`config.mk`:
```
export PLATFORM = sky130hd
export DESIGN_NAME = cld_lock_detector
export DESIGN_NICKNAME = d
export VERILOG_FILES = /design/src/rtl/cld_pkg.sv /design/src/rtl/cld_lock_detector.sv /design/src/rtl/cld_freq_meter.sv /design/src/rtl/cld_harmonic_det.sv
export SDC_FILE = /design/constraint.sdc
export NUM_CORES = 2
export LEC_CHECK = 0
export BUFFER_PORTS_ARGS = -buffer_cell sky130_fd_sc_hd__buf_2
export CAP_MARGIN = 20
export CORE_UTILIZATION = 30
export CTS_CLUSTER_DIAMETER = 80
export DETAILED_ROUTE_END_ITERATION = 12
export GPL_TIMING_DRIVEN = 0
export SLEW_MARGIN = 20
export SYNTH_ARGS = -nofsm -noshare
export SYNTH_HDL_FRONTEND = slang
export SYNTH_SLANG_ARGS = --single-unit
```
`constraint.sdc`:
```
create_clock -name clock -period 13.7 [get_ports clock]
set_input_delay 0.685 -clock clock [delete_from_list [all_inputs] [get_ports clock]]
set_output_delay 0.685 -clock clock [all_outputs]
set_load 0.01 [all_outputs]
```
`src/rtl/cld_pkg.sv`:
```
package cld_pkg;

    // ==========================================================
    // Widths and counts
    localparam int CNT_W = 24;
    localparam int TGT_W = 32;
    localparam int WIN_CYCLES = 1048576;
    localparam int HARM_BITS = 16384;
    localparam int LOCK_PPM = 250;
    localparam int UNLOCK_PPM = 1000;
    localparam int PPM_SCALE = 1000000;
    localparam logic [7:0] NORMAL_WEIGHT = 8'h02;

    // ==========================================================
    // Oscillator coarse code; code zero is the 10 MHz floor
    localparam logic [15:0] OSC_CODE_BOTTOM = 16'h0000;
    localparam logic [15:0] OSC_STEP_BIG = 16'h0100;
    localparam logic [15:0] OSC_STEP_MID = 16'h0010;
    localparam logic [15:0] OSC_STEP_FINE = 16'h0001;

    // ==========================================================
    // Register offsets, field positions and reset values
    localparam logic [3:0] ADDR_CTRL_A = 4'h0;
    localparam logic [3:0] ADDR_CTRL_B = 4'h1;
    localparam logic [3:0] ADDR_CTRL_C = 4'h2;
    localparam logic [3:0] ADDR_MISC = 4'h3;
    localparam logic [3:0] ADDR_IRQ_STAT = 4'h4;
    localparam logic [3:0] ADDR_IRQ_MASK = 4'h5;
    localparam logic [3:0] ADDR_OSC_LO = 4'h6;
    localparam logic [3:0] ADDR_OSC_HI = 4'h7;
    localparam int CA_REF_MODE = 0;
    localparam int CA_DIV_LSB = 2;
    localparam int CA_RANGE_LSB = 6;
    localparam int CB_STICKY_CLR = 6;
    localparam int CB_PIN_STICKY = 7;
    localparam int CC_LOS_INV = 2;
    localparam int MISC_STICKY = 4;
    localparam logic [7:0] CTRL_RST = 8'h00;
    localparam logic [3:0] IRQ_RST = 4'h0;
    // Interrupt bits: lock lost, lock gained, harmonic, signal lost
    localparam int IRQ_W = 4;

    typedef struct packed {
        logic valid;
        logic [CNT_W-1:0] osc_cnt;
        logic [TGT_W-1:0] tgt_cnt;
    } cld_meas_t;

    typedef enum logic [1:0] {
        CLD_RESTART,
        CLD_SWEEP,
        CLD_TRACK
    } cld_state_t;

    function automatic logic [TGT_W-1:0] abs_diff(
        input logic [TGT_W-1:0] a,
        input logic [TGT_W-1:0] b
    );
        return (a > b) ? a - b : b - a;
    endfunction : abs_diff

    // True when err / tgt exceeds ppm parts per million
    function automatic logic beyond_ppm(
        input logic [TGT_W-1:0] err,
        input logic [TGT_W-1:0] tgt,
        input int ppm
    );
        logic [63:0] lhs;
        logic [63:0] rhs;
        lhs = {32'h0, err} * 64'(PPM_SCALE);
        rhs = {32'h0, tgt} * 64'(ppm);
        return lhs > rhs;
    endfunction : beyond_ppm

endpackage : cld_pkg

```
`src/rtl/cld_lock_detector.sv`:
```
// Functional notes
// Error over 1000 ppm raises loss of lock and starts acquisition.
// Each acquisition resets the oscillator to its 10 MHz floor, sweeps up.
// Sweep uses large steps first, smaller steps near the target.
// Loss of lock clears within 250 ppm; between 250 and 1000 it holds.
// On lock, frequency loop turns off and phase/delay loops turn on.
// Normal mode compares oscillator directly against the data rate.
// Control A bit 0 selects lock-to-reference mode.
// Software sets reference range bits 7:6 and divide ratio bits 5:2.
// Reference mode compares against the divided reference, same hysteresis.
// Sticky lock-loss bit 4 of status sets on any lock loss.
// Writing 1 then 0 to control B bit 6 clears the sticky bit.
// Control B bit 7 makes the lock pin mirror the sticky bit.
// A drop to a lower harmonic forces loss of lock and reacquisition.
// A higher harmonic is caught as an ordinary frequency error.
// Harmonic check finishes within 16384 locked-rate bit periods.
// Harmonic detector is off in lock-to-reference mode.
// Signal-absent output is high while amplitude is below threshold.
// Control C bit 2 inverts the signal-absent output.
// Frequencies are compared by counting edges over a fixed window.
//
// The implementer's own choices: strobed register access and the register addresses.
`timescale 1ns/100ps
`default_nettype none
module cld_lock_detector #(
    parameter int WIN = cld_pkg::WIN_CYCLES
) (
    input wire logic clock,
    input wire logic sys_rst,
    input wire logic ce,
    input wire logic [3:0] addr,
    input wire logic [7:0] wdata,
    input wire logic wr_stb,
    input wire logic rd_stb,
    output logic [7:0] rdata,
    input wire logic data_pin,
    input wire logic osc_pin,
    input wire logic acquisition_reference_clock,
    input wire logic signal_low_pin,
    output logic lock_lost_flag,
    output logic signal_absent_flag,
    output logic [15:0] osc_code,
    output logic fll_enable,
    output logic pll_dll_enable,
    output logic irq
);
    // ==========================================================
    // Pin synchronisers; stage one feeds stage two only
    logic [3:0] sync1;
    logic [3:0] sync2;
    logic [3:0] sync3;
    always_ff @(posedge clock) begin
        if (sys_rst) begin
            sync1 <= 4'h0;
            sync2 <= 4'h0;
            sync3 <= 4'h0;
        end else if (ce) begin
            sync1 <= {signal_low_pin, acquisition_reference_clock,
                      osc_pin, data_pin};
            sync2 <= sync1;
            sync3 <= sync2;
        end
    end

    // Edge detection looks only at the second and third stages
    wire data_edge = sync2[0] ^ sync3[0];
    wire osc_tick = sync2[1] && !sync3[1];
    wire ref_tick = sync2[2] && !sync3[2];
    wire los_live = sync2[3];
    wire los_rise = sync2[3] && !sync3[3];

    // ==========================================================
    // Control and status registers
    logic [7:0] ctrl_a;
    logic [7:0] ctrl_b;
    logic [7:0] ctrl_c;
    logic [cld_pkg::IRQ_W-1:0] irq_stat;
    logic [cld_pkg::IRQ_W-1:0] irq_mask;
    logic sticky;
    logic live_lol;
    cld_pkg::cld_state_t state;
    cld_pkg::cld_state_t next_state;

    // Write decode
    wire wr_a = wr_stb && addr == cld_pkg::ADDR_CTRL_A;
    wire wr_b = wr_stb && addr == cld_pkg::ADDR_CTRL_B;
    wire wr_c = wr_stb && addr == cld_pkg::ADDR_CTRL_C;
    wire wr_stat = wr_stb && addr == cld_pkg::ADDR_IRQ_STAT;
    wire wr_mask = wr_stb && addr == cld_pkg::ADDR_IRQ_MASK;

    // Mode fields
    wire ref_mode = ctrl_a[cld_pkg::CA_REF_MODE];
    wire [3:0] div_field = ctrl_a[cld_pkg::CA_DIV_LSB +: 4];
    wire [1:0] range_field = ctrl_a[cld_pkg::CA_RANGE_LSB +: 2];
    // Changing the lock source invalidates the current lock
    wire mode_change = wr_a &&
        (wdata[cld_pkg::CA_REF_MODE] != ref_mode);

    // Sticky clear fires on the 1-to-0 write of the clear bit
    wire sticky_clr = wr_b && ctrl_b[cld_pkg::CB_STICKY_CLR] &&
        !wdata[cld_pkg::CB_STICKY_CLR];

    // ==========================================================
    // Frequency measurement
    // Normal mode: data edges weighted for one transition per two bits
    wire [7:0] ref_weight = 8'({4'h0, div_field} + 8'h01) << range_field;
    wire [7:0] tgt_weight = ref_mode ? ref_weight :
        cld_pkg::NORMAL_WEIGHT;
    wire tgt_tick = ref_mode ? ref_tick : data_edge;
    cld_pkg::cld_meas_t meas;

    cld_freq_meter #(
        .WIN(WIN)
    ) u_meter (
        .clock(clock),
        .sys_rst(sys_rst),
        .ce(ce),
        .osc_tick(osc_tick),
        .tgt_tick(tgt_tick),
        .tgt_weight(tgt_weight),
        .meas(meas)
    );

    wire [cld_pkg::TGT_W-1:0] osc_full =
        cld_pkg::TGT_W'(meas.osc_cnt);
    wire [cld_pkg::TGT_W-1:0] freq_err =
        cld_pkg::abs_diff(osc_full, meas.tgt_cnt);
    wire out_250 = cld_pkg::beyond_ppm(freq_err, meas.tgt_cnt,
        cld_pkg::LOCK_PPM);
    wire out_1000 = cld_pkg::beyond_ppm(freq_err, meas.tgt_cnt,
        cld_pkg::UNLOCK_PPM);
    wire osc_low = osc_full < meas.tgt_cnt;

    // Step shrinks as the error falls below 1/8 and 1/64 of target
    wire err_big = {freq_err, 3'b000} > {3'b000, meas.tgt_cnt};
    wire err_mid = {freq_err, 6'h00} > {6'h00, meas.tgt_cnt};
    wire [15:0] step = err_big ? cld_pkg::OSC_STEP_BIG :
        (err_mid ? cld_pkg::OSC_STEP_MID : cld_pkg::OSC_STEP_FINE);
    // Saturate at the top of the range rather than wrap to the floor
    wire [15:0] osc_up = (osc_code > 16'hffff - step) ? 16'hffff :
        osc_code + step;
    wire [15:0] osc_down = (osc_code == 16'h0000) ? 16'h0000 :
        osc_code - 16'h0001;

    // ==========================================================
    // Harmonic detector, held off in reference mode
    logic harm_hit;
    wire harm_en = !ref_mode && state == cld_cd_track();

    function automatic cld_pkg::cld_state_t cld_cd_track();
        return cld_pkg::CLD_TRACK;
    endfunction : cld_cd_track

    cld_harmonic_det u_harm (
        .clock(clock),
        .sys_rst(sys_rst),
        .ce(ce),
        .enable(harm_en),
        .osc_tick(osc_tick),
        .data_edge(data_edge),
        .hit(harm_hit)
    );

    // ==========================================================
    // Acquisition sequencer
    // A higher harmonic needs no special path: it shows as a large error
    always_comb begin
        next_state = state;
        case (state)
            cld_pkg::CLD_RESTART: begin
                next_state = cld_pkg::CLD_SWEEP;
            end
            cld_pkg::CLD_SWEEP: begin
                if (mode_change) begin
                    next_state = cld_pkg::CLD_RESTART;
                end else if (meas.valid && !out_250) begin
                    next_state = cld_pkg::CLD_TRACK;
                end
            end
            cld_pkg::CLD_TRACK: begin
                if (meas.valid && out_1000) begin
                    next_state = cld_pkg::CLD_RESTART;
                end else if (harm_hit || mode_change) begin
                    next_state = cld_pkg::CLD_RESTART;
                end
            end
            default: begin
                next_state = cld_pkg::CLD_RESTART;
            end
        endcase
    end

    // Lock is lost whenever the tracking state is left
    wire loss_evt = state == cld_pkg::CLD_TRACK &&
        next_state != cld_pkg::CLD_TRACK;
    wire gain_evt = state != cld_pkg::CLD_TRACK &&
        next_state == cld_pkg::CLD_TRACK;
    wire next_lol = next_state != cld_pkg::CLD_TRACK;

    // Oscillator code: floor on restart, climb or trim while sweeping
    wire sweep_step = state == cld_pkg::CLD_SWEEP && meas.valid && out_250;
    wire [15:0] next_osc =
        (state == cld_pkg::CLD_RESTART) ? cld_pkg::OSC_CODE_BOTTOM :
        (sweep_step ? (osc_low ? osc_up : osc_down) : osc_code);

    always_ff @(posedge clock) begin
        if (sys_rst) begin
            state <= cld_pkg::CLD_RESTART;
            live_lol <= 1'b1;
            fll_enable <= 1'b1;
            pll_dll_enable <= 1'b0;
            osc_code <= cld_pkg::OSC_CODE_BOTTOM;
        end else if (ce) begin
            state <= next_state;
            live_lol <= next_lol;
            fll_enable <= next_lol;
            pll_dll_enable <= !next_lol;
            osc_code <= next_osc;
        end
    end

    // ==========================================================
    // Sticky lock loss; a loss in the clearing cycle wins
    wire next_sticky = loss_evt || (sticky && !sticky_clr);

    // Interrupt status is write-one-to-clear, new events win
    wire [cld_pkg::IRQ_W-1:0] irq_evt = {los_rise, harm_hit && harm_en,
        gain_evt, loss_evt};
    wire [cld_pkg::IRQ_W-1:0] irq_w1c = wr_stat ?
        wdata[cld_pkg::IRQ_W-1:0] : '0;
    wire [cld_pkg::IRQ_W-1:0] next_irq_stat = (irq_stat & ~irq_w1c) | irq_evt;

    always_ff @(posedge clock) begin
        if (sys_rst) begin
            ctrl_a <= cld_pkg::CTRL_RST;
            ctrl_b <= cld_pkg::CTRL_RST;
            ctrl_c <= cld_pkg::CTRL_RST;
            irq_mask <= cld_pkg::IRQ_RST;
            irq_stat <= cld_pkg::IRQ_RST;
            sticky <= 1'b0;
        end else if (ce) begin
            if (wr_a) begin
                ctrl_a <= wdata;
            end
            if (wr_b) begin
                ctrl_b <= wdata;
            end
            if (wr_c) begin
                ctrl_c <= wdata;
            end
            if (wr_mask) begin
                irq_mask <= wdata[cld_pkg::IRQ_W-1:0];
            end
            irq_stat <= next_irq_stat;
            sticky <= next_sticky;
        end
    end

    // ==========================================================
    // Pins and read port
    wire next_lock_pin = ctrl_b[cld_pkg::CB_PIN_STICKY] ? sticky :
        live_lol;
    wire next_los_pin = los_live ^ ctrl_c[cld_pkg::CC_LOS_INV];
    wire [7:0] misc_rd = {3'b000, sticky, 1'b0,
        state == cld_pkg::CLD_TRACK, los_live, live_lol};
    wire [7:0] read_mux =
        (addr == cld_pkg::ADDR_CTRL_A) ? ctrl_a :
        (addr == cld_pkg::ADDR_CTRL_B) ? ctrl_b :
        (addr == cld_pkg::ADDR_CTRL_C) ? ctrl_c :
        (addr == cld_pkg::ADDR_MISC) ? misc_rd :
        (addr == cld_pkg::ADDR_IRQ_STAT) ? {4'h0, irq_stat} :
        (addr == cld_pkg::ADDR_IRQ_MASK) ? {4'h0, irq_mask} :
        (addr == cld_pkg::ADDR_OSC_LO) ? osc_code[7:0] :
        (addr == cld_pkg::ADDR_OSC_HI) ? osc_code[15:8] : 8'h00;

    // Read data stands one cycle only, zero otherwise
    always_ff @(posedge clock) begin
        if (sys_rst) begin
            rdata <= 8'h00;
            lock_lost_flag <= 1'b1;
            signal_absent_flag <= 1'b0;
            irq <= 1'b0;
        end else if (ce) begin
            rdata <= rd_stb ? read_mux : 8'h00;
            lock_lost_flag <= next_lock_pin;
            signal_absent_flag <= next_los_pin;
            irq <= |(next_irq_stat & irq_mask);
        end
    end
endmodule : cld_lock_detector
`default_nettype wire

```
`src/rtl/cld_freq_meter.sv`:
```
`timescale 1ns/100ps
`default_nettype none
module cld_freq_meter #(
    parameter int WIN = cld_pkg::WIN_CYCLES
) (
    input wire logic clock,
    input wire logic sys_rst,
    input wire logic ce,
    input wire logic osc_tick,
    input wire logic tgt_tick,
    input wire logic [7:0] tgt_weight,
    output cld_pkg::cld_meas_t meas
);
    logic [31:0] win_cnt;
    logic [cld_pkg::CNT_W-1:0] osc_acc;
    logic [cld_pkg::TGT_W-1:0] tgt_acc;
    wire win_end = (win_cnt == 32'(WIN - 1));
    wire [cld_pkg::CNT_W-1:0] osc_inc = osc_acc + cld_pkg::CNT_W'(osc_tick);
    wire [cld_pkg::TGT_W-1:0] tgt_inc =
        tgt_acc + (tgt_tick ? cld_pkg::TGT_W'(tgt_weight) : '0);

    // ==========================================================
    // Fixed window, both counts latched together at its end
    always_ff @(posedge clock) begin
        if (sys_rst) begin
            win_cnt <= '0;
            osc_acc <= '0;
            tgt_acc <= '0;
            meas <= '0;
        end else if (ce) begin
            win_cnt <= win_end ? '0 : win_cnt + 32'h1;
            osc_acc <= win_end ? '0 : osc_inc;
            tgt_acc <= win_end ? '0 : tgt_inc;
            meas <= '{valid: win_end, osc_cnt: osc_inc, tgt_cnt: tgt_inc};
        end
    end
endmodule : cld_freq_meter
`default_nettype wire

```
`src/rtl/cld_harmonic_det.sv`:
```
`timescale 1ns/100ps
`default_nettype none
module cld_harmonic_det (
    input wire logic clock,
    input wire logic sys_rst,
    input wire logic ce,
    input wire logic enable,
    input wire logic osc_tick,
    input wire logic data_edge,
    output logic hit
);
    logic [14:0] bit_cnt;
    logic [1:0] run;
    logic short_seen;
    logic edge_seen;
    wire win_end = osc_tick && (bit_cnt == 15'(cld_pkg::HARM_BITS - 1));

    // ==========================================================
    // A lower harmonic never shows a one-bit run at the locked rate
    always_ff @(posedge clock) begin
        if (sys_rst || !enable) begin
            bit_cnt <= '0;
            run <= 2'h0;
            short_seen <= 1'b0;
            edge_seen <= 1'b0;
            hit <= 1'b0;
        end else if (ce) begin
            if (osc_tick) begin
                bit_cnt <= win_end ? '0 : bit_cnt + 15'h1;
            end
            if (data_edge) begin
                run <= 2'h0;
            end else if (osc_tick && run != 2'h3) begin
                run <= run + 2'h1;
            end
            short_seen <= !win_end &&
                (short_seen || (data_edge && run <= 2'h1));
            edge_seen <= !win_end && (edge_seen || data_edge);
            hit <= win_end && edge_seen && !short_seen;
        end
    end
endmodule : cld_harmonic_det
`default_nettype wire

```
======== Yosys cells after proc, flatten, opt, wreduce, memory -nomap -nowiden ========
Index checks and enable logic that the tools add are counted.
Widths: inputs -> output; s select.
word-level totals
  register bits ........................... 241
  bits in latches ......................... 0
  RAM bits ................................ 0
  bits in read-only memories .............. 0
  input port bits ......................... 21
  output and inout bits ................... 29
  word-level logic and storage cells ...... 162
  memories kept ........................... 0
cells by class
  $add $sub $neg .......................... 11
  multiply operators ...................... 3
  div/mod/pow operators ................... 0
  $lt $le $gt $ge ......................... 8
  eq/ne operators ......................... 16
  shift operators ......................... 1
  multiplexer cells ....................... 33
  bitwise operators ....................... 6
  reduce and logical (&&, ||, !) cells .... 56
operator list
  operator                number
  $mux 32                 3
  $mux 8                  11
  $mux 16                 5
  $mul 32x7->39 const B   2
  $gt 52x40->1            1
  $gt 52x42->1            1
  $mul 32x14->46 const B  1
  $gt 38x32->1            1
  $gt 35x32->1            1
  $add 32x1->32 const B   1
  $add 32x32->32          1
  $eq 32x20->1 const B    1
  $gt 24x32->1            1
  $lt 24x32->1            1
  $sub 24x32->32          1
  $sub 32x24->32          1
  $logic_and 1x1->1       27
  $add 24x1->24           1
  $mux 24                 1
  $add 16x9->16           1
  $eq 4x3->1 const B      4
  $gt 16x16->1            1
  $logic_not 16->1        1
  $sub 16x1->16 const B   1
  other kinds (31)        64

======== Depth between registers and ports, before layout ========
  word-level depth ........................ 14
  depth in mapped cells ................... 49
  gate-level depth less buffers ........... 46

======== Cells and area by module ========
A second synthesis with hierarchy kept.
second synthesis, totals
  cells, all modules ...................... 3651
  area, all modules ....................... 31436.4 um2
modules (own cells, without submodules)
  module             times used  cells an instance  area an instance (um2)  seq. area each (um2)
  cld_lock_detector  1           2664               22995.8                 1521.5
  cld_freq_meter     1           887                7558.5                  2902.8
  cld_harmonic_det   1           100                882.1                   400.4

======== Worst setup path after synthesis ========
No wires, ideal clock.
  path kind ............................... reg2reg
  from .................................... register u_meter.meas[7] (netlist name)
  to ...................................... register osc_code[8]
  setup time .............................. 0.123 ns
  arrival time ............................ 10.462 ns
  required time ........................... 13.577 ns
  path slack .............................. 3.114 ns
  stages on the path, launching flop included .. 48
  path buffers ............................ 3
  cells stage by stage .................... dfxtp_1 inv_1 ha_1 clkbuf_1 a21oi_1 o221a_2 o31ai_1 a32o_1 a21oi_4 nor2_2 buf_4 buf_2 mux2i_1 nor4_1 a211oi_1 xor2_1 inv_1 ha_1 [12 not listed] nand2_1 inv_1 nand3_1 nor4_1 a211oi_1 xnor2_1 ha_1 nand4_1 nor3_1 nand3_1 or4b_2 mux2i_1 a31oi_1 nor2_1 o211a_1 nand3_4 a31oi_4 mux2_1
between the ends
  cells in the longest elaborated chain, start to end .. 11
  elaborated cells between the ends (all ways) .. 22
  those cells by class .................... add/sub: 4; mul: 2; order compare: 6; mux: 7; reduce/logical: 3
RTL lines
  element                                                line                      RTL
  branches (longest 11 deep; another with $gt 52x40->1)  --
  end signal: assignment                                 cld_lock_detector.sv:212  osc_code <= cld_pkg::OSC_CODE_BOTTOM;
  end signal: assignment                                 cld_lock_detector.sv:218  osc_code <= next_osc;
  end: declaration                                       cld_lock_detector.sv:42   output logic [15:0] osc_code,
Parallel ways; which one is timed is not known. The select of a mux whose other input is x is not followed.
A chain may end at the register's enable or synchronous reset.

======== Worst setup path in the final report ========
  from .................................... register u_meter.meas[7] (netlist name)
  to ...................................... register osc_code[1]
between the ends
  cells in the longest elaborated chain, start to end .. 11
  elaborated cells between the ends (all ways) .. 22
  those cells by class .................... add/sub: 4; mul: 2; order compare: 6; mux: 7; reduce/logical: 3
RTL lines
  element
  branches (longest 11 deep; another with $gt 52x40->1)
Parallel ways; which one is timed is not known. The select of a mux whose other input is x is not followed.

==> Flow_metrics.wiki <==
{| class="wikitable"
! Metric !! Value
|-
| Number of buffers inserted by port buffering || 47
|-
| Initial Util || 30.4%
|-
| Remaining number of nets flagged by the antenna check after routing || 0
|-
| Result of the run || finished, final reports clean
|-
| HPWL Detailed || 73.1 mm
|-
| Via-to-Cell Ratio || 5.16
|-
| Die area || 103000 µm²
|-
| Cell with the largest stage delay on the worst path || xor2_1
|-
| Hold depth || 3
|-
| Element type at the critical path start || register
|-
| Crit path time final || 13.00 ns
|-
| Number of buffers added to fix hold violations after cts || 0
|-
| Number of antenna violations at the first check in global routing || 1
|-
| Largest stage delay, worst path || 0.88 ns
|-
| Number of distinct library cells after synthesis || 107
|-
| Req. time, crit path || 14.15 ns
|-
| Crit Path Class || register to register
|-
| Total Routing Usage GR || 16.8%
|-
| Bufs and invs on worst path || 12
|-
| 1st-iter DRT viols || 1743
|-
| Kind of end point of the critical path || register
|-
| Nets in the synthesized netlist || 4319
|-
| Share of cell area taken by muxes after synthesis || 2.70%
|-
| Remaining Overflow, GRT || 0
|-
| Clock sink total || 241
|-
| FF-to-FF path depth || 44
|-
| Number of nets in the final layout || about 4.4k
|-
| Transition time at the pin with the least slew margin || 1.19 ns
|-
| Die width || approximately 320 µm
|-
| Global placement routability congestion || 0.915
|-
| Root Buffer Master || clkbuf_16
|-
| First-pass DRT Iterations || 9
|-
| Post-synthesis cell area || between 30000 and 40000 µm²
|-
| Hold Crit Class || input port to register
|-
| Largest fanout on the critical path || 10
|-
| Setup repair after global routing missed its margin || false
|-
| Count of yosys warnings during synthesis || 0
|-
| Number of pins with negative max-slew slack in the final report || 0
|-
| Core Footprint || 101000 µm²
|-
| Worst path top cell family by delay || adder cells
|-
| Highest achievable clock rate || 0.0769 GHz
|-
| Height of the die || approximately 320 µm
|-
| TritonCTS buffer count || 25
|-
| Cells after synthesis || 3606
|-
| Via count of the first global-routing pass || 25.5k
|-
| Share of Yosys cell area claimed by the top area cell type || 18.2%
|-
| Clock-pin slew on the worst setup and hold paths || 0.07 ns
|-
| Synth-to-Final Area Change || 9.70%
|-
| Htree depth || 1
|-
| Worst skew pair latency || 0.54 ns
|-
| Clock tree from TritonCTS || built
|-
| Number of setup violations in the final report || 0
|-
| Critical Path Stages || 44
|-
| Final Util || approximately a third
|-
| Number of buffers between clock root and the deepest sink || 3
|-
| Share of the yosys chip area belonging to registers || approximately 16%
|-
| Layout cells sized above 1 || under 10%
|-
| Relative max-transition margin || 20.0%
|-
| Synth Flop Type || dfxtp_1
|-
| Global-route wire length before repair || 141 mm
|-
| Simple-gate area share of the yosys netlist || between 15 and 20%
|-
| Post-synth top area cell || ha_1
|-
| Post-synthesis share of cell area spent on full adders, half adders and majority gates || around a third
|-
| Cell area after layout || 33600 µm²
|-
| Hold violation count in the final report || 0
|-
| Synth area leaders || ha_1 18%, fa_1 16%, dfxtp_1 16%
|-
| DRC violation count after routing || 0
|-
| Post-synthesis compound-gate area fraction || around 17%
|-
| Cell occurring most often along the worst timing path || inv_1
|-
| Routed len/inst || 17.4 µm
|-
| Data arrival time of the worst path || approximately 13 ns
|-
| Share of synthesized flip-flops with an asynchronous set or reset || 0%
|-
| Final clock period utilization by the worst path || between 90% and 100%
|-
| Dominant combinational cell family by area after synthesis || adder cells
|-
| Antenna diodes || 0
|-
| Ports placed on the boundary || 50
|-
| Syn_area_per_cell || around 8.5 µm²
|-
| Synth Area in XOR/XNOR || 6.82%
|-
| Number of max-cap violations || 0
|-
| Final wirelength || just under 90 mm
|-
| Count of state elements after synthesis || ~240
|-
| Pin count of the biggest net entering global routing || 16
|-
| Vias post-DR || 26.1k
|-
| Clock skew || 0.0312 ns
|-
| Cell row count || 116
|-
| Number of flops mapped to enable cells by yosys || 0
|-
| Instance area after placement || 32600 µm²
|}
metrics by stage:
stage	cells	worst slack [ns]	TNS, ns	hold WS (ns)
3_5_place_dp	5012	-0.451	-8.36	0.430
5_1_grt	5059	0.00989	0	0.403
3_3_place_gp	5010	-0.534	-10.36	0.417
4_1_cts	5057	0.0526	0	0.364
6_report	5059	0.704	0	0.377
2_1_floorplan	3606	3.11	0	0.409
what timing repair did:
item | 4_1_cts | 5_1_grt
gates resized for setup | 3 | 11
setup buffers | 0 | 2
pin swaps | 0 | 1
setup endpoints to repair | 24 | 24
final timing paths:
kind,to,start,slack (ns)
max,osc_code[1],u_meter.meas[7],0.70
min,sync1[1],osc_pin,0.38
max reg2reg,osc_code[1],u_meter.meas[7],0.70
min reg2reg,u_harm.bit_cnt[14],u_harm.bit_cnt[14],0.44
tightest hold or removal path, delay by kind of cell:
kind / cells / cell delay (ns)
and+or+nand+nor: 1 / 0.07
buffers and inverters: 1 / 0.08
muxes: 1 / 0.05
layout make-up:
type                       count  area, µm²
buffer                       135        567
clock buffer                  30        674
clock inverter                15        198
fill                       10600      67000
inverter                     359       1350
multi-input combinational   2871      24000
sequential                   241       4830
tap                         1357       1700
timing repair buffer          51        265
kinds of logic (layout without fill, tap and decap cells):
kind of cell	after synthesis	in the layout
and+or+nand+nor	1044	1044
AOI/OAI and AO/OA	824	824
adders and majority gates	696	696
buffers and inverters	494	590
DFF	241	241
xor gates and xnor gates	231	231
muxes	76	76
layout by cell type, fill, tap and decap left out, types with 17 or more instances in the layout:
cell type	n
a211oi_1	70
a21o_1	81
a21oi_1	279
a31oi_1	25
and2_1	22
and3_1	51
buf_2	70
clkbuf_1	96
clkbuf_16	25
dfxtp_1	237
fa_1	248
ha_1	444
inv_1	354
mux2i_1	69
nand2_1	224
nand2b_1	30
nand3_1	77
nand4_1	64
nor2_1	372
nor2b_1	30
nor3_1	47
nor4_1	25
o211ai_1	17
o21a_1	21
o21ai_0	144
o21bai_1	24
or3_1	27
xnor2_1	115
xor2_1	98
cells in the mapped netlist (50+ instances only):
cell type  number
nor2_1        372
o21ai_0       144
nor3_1         50
mux2i_1        69
a211oi_1       71
ha_1          444
clkbuf_1       94
inv_1         354
a21o_1         81
nand2_1       224
nand4_1        64
a21oi_1       279
xor2_1        102
nand3_1        77
xnor2_1       122
and3_1         51
dfxtp_1       241
fa_1          248
flip-flops by register name (all words and copies together), names as in the netlist, 2 cells and up:
name / cells
u_meter.meas: 57
u_meter.tgt_acc: 32
u_meter.win_cnt: 32
u_meter.osc_acc: 24
osc_code: 16
u_harm.bit_cnt: 15
ctrl_a: 8
ctrl_b: 8
ctrl_c: 8
rdata: 8
irq_mask: 4
irq_stat: 4
sync1: 4
sync2: 4
sync3: 4
state: 2
u_harm.run: 2
routing by layer:
metal	part of all wire, %	GRT usage (%)	wire length, µm	vias up
met4	1.9	3.21	1690	0
li1	-	-	-	12700
met5	0	0	0	-
met1	49	24.1	42600	12700
met3	4.3	1.12	3740	119
met2	45	27.9	39700	616
Power is left out: the tool's default activity adds up to more than one toggle a clock period on the data nets, which glitch-free logic cannot reach.
